===== config.mk =====
export PLATFORM = sky130hd
export DESIGN_NAME = jesd_channel_lane_config
export DESIGN_NICKNAME = d
export VERILOG_FILES = /design/src/common/lane_cfg_pkg.sv /design/src/rtl/jesd_channel_lane_config.sv
export SDC_FILE = /design/constraint.sdc
export NUM_CORES = 1
export LEC_CHECK = 0
export BUFFER_PORTS_ARGS = -buffer_cell sky130_fd_sc_hd__buf_2
export CAP_MARGIN = 10
export CORE_MARGIN = 8
export CORE_UTILIZATION = 59
export DETAILED_ROUTE_END_ITERATION = 7
export GPL_TIMING_DRIVEN = 0
export PLACE_DENSITY = 0.86
export SLEW_MARGIN = 20
export SYNTH_ARGS = -nofsm -noshare
export SYNTH_HDL_FRONTEND = slang
export SYNTH_SLANG_ARGS = --single-unit

===== constraint.sdc =====
create_clock -name pclk -period 5.9 [get_ports pclk]
set_input_delay 0.295 -clock pclk [delete_from_list [all_inputs] [get_ports pclk]]
set_output_delay 0.295 -clock pclk [all_outputs]
set_load 0.01 [all_outputs]

===== src/common/lane_cfg_pkg.sv =====
package lane_cfg_pkg;

    // ************************************************************
    // Register indices; byte address is four times the index.
    // ************************************************************
    localparam logic [11:0] PAIR_EN_IDX = 12'h209;
    localparam logic [11:0] SHM_IDX     = 12'h20f;
    localparam logic [11:0] CTRL_IDX    = 12'h200;
    localparam logic [11:0] STAT_IDX    = 12'h201;

    // ************************************************************
    // Reset values and field positions.
    // ************************************************************
    localparam logic [7:0]  PAIR_EN_RST = 8'h03;
    localparam logic [7:0]  SHM_RST     = 8'h00;
    localparam logic [7:0]  CTRL_RST    = 8'h00;
    localparam int          AB_BIT      = 0;
    localparam int          CD_BIT      = 1;
    localparam int          SINGLE_BIT  = 2;
    localparam int          LINK_EN_BIT = 0;
    localparam int          CAL_EN_BIT  = 1;
    localparam int          MODE66_BIT  = 2;

    // ************************************************************
    // Sync-header encodings and sizes.
    // ************************************************************
    localparam logic [1:0]  SHM_CRC12   = 2'h0;
    localparam logic [1:0]  SHM_FEC     = 2'h2;
    localparam int          SYNC_W      = 32;
    localparam int          CRC_W       = 12;
    localparam int          FEC_W       = 26;
    localparam int          SAMPLE_W    = 9;
    localparam int          FIFO_DEPTH  = 16;
    localparam int          FULL_LANES  = 8;
    localparam int          FULL_CONV   = 4;

endpackage


===== src/rtl/jesd_channel_lane_config.sv =====
`timescale 1ns/100ps

// ************************************************************
// Sample FIFO.
// ************************************************************
module sample_fifo #(
    parameter int W = 36,
    parameter int D = 16
) (
    input  wire logic         pclk,
    input  wire logic         presetn,
    input  wire logic         in_valid,
    output logic              in_ready,
    input  wire logic [W-1:0] in_data,
    output logic              out_valid,
    input  wire logic         out_ready,
    output logic [W-1:0]      out_data
);
    localparam int AW = $clog2(D);

    logic [W-1:0] mem [D];
    logic [AW:0]  wr_ptr_reg;
    logic [AW:0]  rd_ptr_reg;
    logic         full;
    logic         empty;

    assign empty     = wr_ptr_reg == rd_ptr_reg;
    assign full      = (wr_ptr_reg[AW-1:0] == rd_ptr_reg[AW-1:0]) &&
                       (wr_ptr_reg[AW] != rd_ptr_reg[AW]);
    assign in_ready  = !full;
    assign out_valid = !empty;
    assign out_data  = mem[rd_ptr_reg[AW-1:0]];

    // Storage has no reset, so only the pointers say which words are valid.
    always_ff @(posedge pclk) begin
        if (in_valid && !full) begin
            mem[wr_ptr_reg[AW-1:0]] <= in_data;
        end
    end

    always_ff @(posedge pclk or negedge presetn) begin
        if (!presetn) begin
            wr_ptr_reg <= '0;
            rd_ptr_reg <= '0;
        end else begin
            if (in_valid && !full) begin
                wr_ptr_reg <= wr_ptr_reg + 1'b1;
            end
            if (out_ready && !empty) begin
                rd_ptr_reg <= rd_ptr_reg + 1'b1;
            end
        end
    end
endmodule

// ************************************************************
// Channel and lane configuration with frame remapping.
// ************************************************************
module jesd_channel_lane_config
    import lane_cfg_pkg::*;
#(
    parameter int SW    = SAMPLE_W,
    parameter int DEPTH = FIFO_DEPTH,
    parameter int LANES = FULL_LANES,
    parameter int CONV  = FULL_CONV
) (
    input  wire logic          pclk,
    input  wire logic          presetn,
    input  wire logic          psel,
    input  wire logic          penable,
    input  wire logic          pwrite,
    input  wire logic [13:0]   paddr,
    input  wire logic [31:0]   pwdata,
    output logic [31:0]        prdata,
    output logic               pready,
    output logic               pslverr,
    input  wire logic          in_valid,
    output logic               in_ready,
    input  wire logic [4*SW-1:0] in_data,
    output logic               out_valid,
    input  wire logic          out_ready,
    output logic [4*SW-1:0]    out_data,
    input  wire logic [CRC_W-1:0] crc12_in,
    input  wire logic [FEC_W-1:0] fec_in,
    output logic [SYNC_W-1:0]  sync_word,
    output logic [3:0]         channel_active,
    output logic [3:0]         lane_count,
    output logic [3:0]         converter_count,
    output logic               tail_pad,
    output logic               link_enable,
    output logic               cal_enable
);
    logic [7:0]        channel_pair_enable_reg;
    logic [7:0]        sync_header_select_reg;
    logic [7:0]        ctrl_reg;
    logic [31:0]       prdata_reg;
    logic              err_reg;
    logic              fifo_valid;
    logic              fifo_ready;
    logic [4*SW-1:0]   fifo_data;
    logic              out_valid_reg;
    logic [4*SW-1:0]   out_data_reg;
    logic [SYNC_W-1:0] sync_word_reg;
    logic [3:0]        chan_next;
    logic [3:0]        chan_reg;
    logic [3:0]        lanes_next;
    logic [3:0]        conv_next;
    logic [3:0]        lanes_reg;
    logic [3:0]        conv_reg;
    logic              tail_reg;
    logic              pair_ab_enable;
    logic              pair_cd_enable;
    logic              single_channel_select;
    logic              half_cfg;
    logic              mode_66;
    logic              setup;
    logic              access;

    function automatic logic hit(input logic [13:0] a, input logic [11:0] i);
        return a[13:2] == i && a[1:0] == 2'b00;
    endfunction

    assign pair_ab_enable        = channel_pair_enable_reg[AB_BIT];
    assign pair_cd_enable        = channel_pair_enable_reg[CD_BIT];
    assign single_channel_select = channel_pair_enable_reg[SINGLE_BIT];
    assign link_enable           = ctrl_reg[LINK_EN_BIT];
    assign cal_enable            = ctrl_reg[CAL_EN_BIT];
    assign mode_66               = ctrl_reg[MODE66_BIT];
    assign setup                 = psel && !penable;
    assign access                = psel && penable;

    // ************************************************************
    // APB slave: registered read data, no wait states.
    // ************************************************************
    assign pready  = 1'b1;
    assign pslverr = access && err_reg;
    assign prdata  = prdata_reg;

    always_ff @(posedge pclk or negedge presetn) begin
        if (!presetn) begin
            prdata_reg <= 32'h0000_0000;
            err_reg    <= 1'b0;
        end else if (setup) begin
            err_reg    <= !(hit(paddr, PAIR_EN_IDX) || hit(paddr, SHM_IDX) ||
                            hit(paddr, CTRL_IDX) || hit(paddr, STAT_IDX));
            prdata_reg <= 32'h0000_0000;
            if (hit(paddr, PAIR_EN_IDX)) begin
                prdata_reg[7:0] <= channel_pair_enable_reg;
            end
            if (hit(paddr, SHM_IDX)) begin
                prdata_reg[7:0] <= sync_header_select_reg;
            end
            if (hit(paddr, CTRL_IDX)) begin
                prdata_reg[7:0] <= ctrl_reg;
            end
            if (hit(paddr, STAT_IDX)) begin
                prdata_reg[12:0] <= {tail_reg, conv_reg, lanes_reg,
                                     chan_reg};
            end
        end
    end

    // The status word is read-only, so a write there is simply dropped.
    // Reserved bits are stored as written; software keeps them zero.
    always_ff @(posedge pclk or negedge presetn) begin
        if (!presetn) begin
            channel_pair_enable_reg <= PAIR_EN_RST;
            sync_header_select_reg  <= SHM_RST;
            ctrl_reg                <= CTRL_RST;
        end else if (access && pwrite && !err_reg) begin
            if (hit(paddr, PAIR_EN_IDX)) begin
                channel_pair_enable_reg <= pwdata[7:0];
            end
            if (hit(paddr, SHM_IDX)) begin
                sync_header_select_reg <= pwdata[7:0];
            end
            if (hit(paddr, CTRL_IDX)) begin
                ctrl_reg <= pwdata[7:0];
            end
        end
    end

    // ************************************************************
    // Channel, lane and converter scaling.
    // ************************************************************
    // Single-channel mode runs on channel A alone, so it scales the
    // link as half a configuration with one converter.
    always_comb begin
        half_cfg   = single_channel_select ||
                     (pair_ab_enable != pair_cd_enable);
        chan_next  = {pair_cd_enable, pair_cd_enable,
                      pair_ab_enable, pair_ab_enable};
        lanes_next = 4'(LANES);
        conv_next  = 4'(CONV);
        if (single_channel_select) begin
            chan_next = 4'b0001;
        end
        if (half_cfg) begin
            lanes_next = 4'((LANES + 1) / 2);
            conv_next  = 4'(CONV / 2);
        end
        if (single_channel_select) begin
            conv_next = 4'd1;
        end
    end

    always_ff @(posedge pclk or negedge presetn) begin
        if (!presetn) begin
            chan_reg  <= 4'hf;
            lanes_reg <= 4'(LANES);
            conv_reg  <= 4'(CONV);
            tail_reg  <= 1'b0;
        end else begin
            chan_reg  <= chan_next;
            lanes_reg <= lanes_next;
            conv_reg  <= conv_next;
            tail_reg  <= half_cfg && (LANES % 2 == 1);
        end
    end

    assign channel_active  = chan_reg;
    assign lane_count      = lanes_reg;
    assign converter_count = conv_reg;
    assign tail_pad        = tail_reg;

    // ************************************************************
    // Frame path: FIFO, remap and output stage.
    // ************************************************************
    // Frames stall while the link is off, so the FIFO fills and
    // in_ready falls back to the sample source.
    sample_fifo #(
        .W (4*SW),
        .D (DEPTH)
    ) sample_fifo_inst (
        .pclk      (pclk),
        .presetn   (presetn),
        .in_valid  (in_valid),
        .in_ready  (in_ready),
        .in_data   (in_data),
        .out_valid (fifo_valid),
        .out_ready (fifo_ready),
        .out_data  (fifo_data)
    );

    assign fifo_ready = link_enable && (!out_valid_reg || out_ready);

    always_ff @(posedge pclk or negedge presetn) begin
        if (!presetn) begin
            out_valid_reg <= 1'b0;
            out_data_reg  <= '0;
        end else begin
            if (fifo_ready) begin
                out_valid_reg <= fifo_valid;
            end else if (out_ready) begin
                out_valid_reg <= 1'b0;
            end
            if (fifo_ready && fifo_valid) begin
                out_data_reg <= '0;
                if (single_channel_select) begin
                    out_data_reg[SW-1:0] <= fifo_data[SW-1:0];
                end else if (!pair_ab_enable) begin
                    out_data_reg[2*SW-1:0] <= fifo_data[4*SW-1:2*SW];
                end else if (!pair_cd_enable) begin
                    out_data_reg[2*SW-1:0] <= fifo_data[2*SW-1:0];
                end else begin
                    out_data_reg <= fifo_data;
                end
            end
        end
    end

    assign out_valid = out_valid_reg;
    assign out_data  = out_data_reg;

    // ************************************************************
    // Sync word with command fields held at idle.
    // ************************************************************
    always_ff @(posedge pclk or negedge presetn) begin
        if (!presetn) begin
            sync_word_reg <= 32'h0000_0000;
        end else if (!mode_66) begin
            sync_word_reg <= 32'h0000_0000;
        end else if (sync_header_select_reg[1:0] == SHM_CRC12) begin
            sync_word_reg <= {{(SYNC_W-CRC_W){1'b0}}, crc12_in};
        end else if (sync_header_select_reg[1:0] == SHM_FEC) begin
            sync_word_reg <= {{(SYNC_W-FEC_W){1'b0}}, fec_in};
        end else begin
            sync_word_reg <= 32'h0000_0000;
        end
    end

    assign sync_word = sync_word_reg;
endmodule


==> metrics.md <==
| Metric | Value |
|---|---|
| Run status | finished clean |
| Distinct cells, synth | 55 |
| Starting Density | 0.600 |
| Post-synthesis compound-gate area fraction | 0.0576 |
| Routed wire length | 74100 um |
| Die Y | 231 um |
| Area of the die | 53400 sq um |
| WHS Endpoint | prdata[10] |
| I/O Pins | 246 |
| Max IR drop VDD | 0.382 mV |
| Power Dens Cells | 344 nW/um^2 |
| IO buf count | 188 |
| Crit-path cells | clkbuf_1 -> xnor2_1 -> nand4_1 -> o21a_1 -> clkbuf_1 -> nand2_1 -> nor3_2 -> buf_4 -> buf_4 -> buf_4 |
| Pleak | 11.6 nW |
| Post-synthesis mux area share | 0.132 |
| Total number of vias | 16300 |
| Synth Area in XOR/XNOR | 0.00482 |
| Detail Placement HPWL | 43000 um |
| GPL Wtd Cong | 0.858 |
| Final Skew | 0.0278 ns |
| Main combinational cell family by area after synthesis | multiplexers |
| Setup violations, final | 0 |
| Cells after Synth | 1468 |
| Simple-gate share of the synthesized area | 0.0368 |
| RSZ-0062 raised after global routing | no |
| Clock tree sinks | 692 |
| Measured slew at the worst slew-check pin | 0.987 ns |
| Hold depth | 3 |
| Yosys reg bits | 692 |
| Ys flop type | edfxtp_1 |
| Max reg flops | 576 |
| Number of buffers created by CTS | 68 |
| Slew HR | 0.340 |
| Adder-Cell Fraction of Synth Area | 0.00229 |
| Tightest Hold Check Type | in2reg |
| Fin crit share | 0.616 |
| Grt ovf | 0 |
| Worst endpoint required time | 6.20 ns |
| P&R area growth vs syn | 16.8% |
| WS Path Type | reg2reg |
| Layout cells sized above 1 | 0.281 |
| Dpl cells | 2292 |
| CP max stage cell | nor3_2 |
| DRC viols | 0 |
| Core area | 45500 sq um |
| Crit path largest cell delay | 0.61 ns |
| Fin. Hold Viols | 0 |
| CTS max path bufs | 3 |
| Fin Hold WS | 0.0352 ns |
| Router iterations before antenna repair | 7 |
| Placed Area | 29200 sq um |
| Drt via density | 6.61 |
| Syn. warnings | 0 |
| Final cell count without fillers | 2464 |
| Critical Path End Type | flip-flop |
| Largest net degree at the start of global routing | 69 |
| # rows | 78 |
| Die X | 231 um |
| Slew Limit Fails | 0 |
| FF-to-FF Start | sample_fifo_inst.rd_ptr_reg[3] |
| Final ANT Viol Nets | 0 |
| Max_cap viols | 0 |
| Post-Syn Area | 27300 sq um |
| Clock Latency Late Sink | 0.61 ns |
| Register area share after synthesis | 0.741 |
| CTS root buf | clkbuf_16 |
| CP Data Arrival Time | 3.93 ns |
| Wire per inst | 30.1 um |
| Hold wc startpoint | paddr[2] |
| Worst R2R Path Depth | 10 |
| Clock transition at path regs | 0.06 ns |
| Tmin final | 3.63 ns |
| Crit Path Max Fanout | 10 |
| Number of flops mapped to enable cells by yosys | 576 |
| Startpoint Class | flip-flop |
| TritonCTS clock tree | built |
| First-pass GRT wire length | 108000 um |
| Initial antenna violation count | 3 |
| Syn Area/Cell | 18.6 sq um |
| Fmax | 0.275 GHz |
| Reg-to-reg slack, setup | 2.27 ns |
| Gr usage total | 0.273 |
| Iter 0 DRT Violations | 2109 |
| Vias in the first global route | 16700 |
| Cell area after layout | 31900 sq um |
| H-tree depth | 3 |
| Synth async-reset ratio | 0.168 |
| Reg2reg end | sample_fifo_inst.mem[3][23] |
| Critical path's most frequent cell | buf_4 |
| # nets final | 1941 |
final cells by class:
class	instances	area, sq um
Sequential cell	692	20200
Fill cell	2663	13600
Multi-Input combinational cell	681	6580
Clock buffer	92	1840
Timing Repair Buffer	241	1480
Tap cell	600	751
Buffer	118	657
Clock inverter	32	312
Inverter	7	26.3
Antenna cell	1	2.50
stage by stage:
| stage | setup TNS (ns) | setup slack (ns) | total power, mW | utilization |
|---|---|---|---|---|
| 2_1_floorplan | 0 | 1.69 | 6.32 | - |
| 3_3_place_gp | -46.65 | -1.30 | 6.65 | 0.639 |
| 3_5_place_dp | 0 | 2.51 | 6.72 | 0.643 |
| 4_1_cts | 0 | 2.40 | 10.9 | 0.700 |
| 5_1_grt | 0 | 2.15 | 11.2 | 0.700 |
| 6_report | 0 | 2.27 | 10.9 | 0.700 |
repair_timing:
action	in CTS	in global routing
hold endpoints to repair	96	0
hold buffers	47	0
resized for setup	0	0
buffers inserted	0	0
layout by cell type, fill, tap and decap left out, types with 48 or more instances in the layout:
cell type | synthesis | final
mux4_2 | 96 | 96
a22o_1 | 61 | 61
clkbuf_1 | 37 | 56
buf_4 | 43 | 48
buf_2 | 23 | 210
nand2_1 | 63 | 63
a22oi_1 | 56 | 56
dfrtp_1 | 110 | 110
mux2i_1 | 111 | 111
clkbuf_16 | 0 | 68
edfxtp_1 | 576 | 576
synth_stat cells (2+ instances only):
cell type  number  share of area
mux2_2         19         0.0078
o221a_2         5         0.0021
a22oi_1        56          0.015
or2_2           7         0.0016
and3_1         22         0.0050
o22ai_1         8         0.0018
and2_1         25         0.0057
dfrtp_1       110           0.10
xnor2_1        12         0.0039
inv_1           7        0.00096
clkbuf_1       37         0.0051
nor2_1         12         0.0017
a31oi_1         7         0.0016
nand3_1        16         0.0029
nand2_1        63         0.0087
nand4_1         7         0.0016
o41ai_1         4         0.0013
or4_4           3         0.0012
xor2_1          3        0.00096
nand2b_1        5         0.0011
conb_1          2        0.00028
buf_2          23         0.0042
buf_1          13         0.0018
a21oi_1        20         0.0037
mux2_4          8         0.0044
dfstp_2         6         0.0058
nor2b_1        12         0.0028
edfxtp_1      576           0.63
o31ai_1         2        0.00055
o21ai_0        28         0.0051
o2111ai_1       7         0.0022
ha_1            5         0.0023
a221oi_1        9         0.0029
mux2i_1       111          0.041
mux4_2         96          0.079
buf_4          43          0.012
a22o_1         61          0.020
layer usage:
metal	track usage	wire, um	vias up
met5	0	26	-
met4	0.115	3250	4
met3	0.0779	8900	248
met2	0.446	35700	1344
met1	0.342	26200	8178
li1	-	-	6512
worst max-delay path: cells and delay by family, from the launching register on:
kind | cells | cell delay (ns)
compound gates | 1 | 0.21
xor+xnor | 1 | 0.16
flops | 1 | 0.32
simple gates | 3 | 1.10
buf+inv | 5 | 1.52
power breakdown:
group	switching (mW)	internal [mW]	leakage, nW
clock	1.83	2.43	1.05
combinational	0.596	0.259	3.80
sequential	0.107	5.73	6.78
worst max-delay path by stage:
stage	start	end	slack (ns)	cells after the start
after global routing	sample_fifo_inst.rd_ptr_reg[3]	sample_fifo_inst.mem[3][23]	2.15	10
after CTS	sample_fifo_inst.rd_ptr_reg[3]	sample_fifo_inst.mem[3][23]	2.40	10
after detailed placement	sample_fifo_inst.rd_ptr_reg[3]	sample_fifo_inst.mem[3][23]	2.51	10
final	sample_fifo_inst.rd_ptr_reg[3]	sample_fifo_inst.mem[3][23]	2.27	10
after global placement	sample_fifo_inst.rd_ptr_reg[3]	sample_fifo_inst.mem[3][23]	-1.30	7
after floorplan	sample_fifo_inst.rd_ptr_reg[3]	sample_fifo_inst.mem[3][0]	1.69	7
cell families (layout without fill, tap and decap cells):
| group | count (synthesis) | count (layout) |
|---|---|---|
| compound gates | 211 | 211 |
| mux | 234 | 234 |
| other cells | 2 | 33 |
| buf+inv | 125 | 490 |
| flops | 692 | 692 |
| fa+ha+maj | 5 | 5 |
| simple gates | 184 | 184 |
| xor+xnor | 15 | 15 |
(Power assumes the default switching activity.)
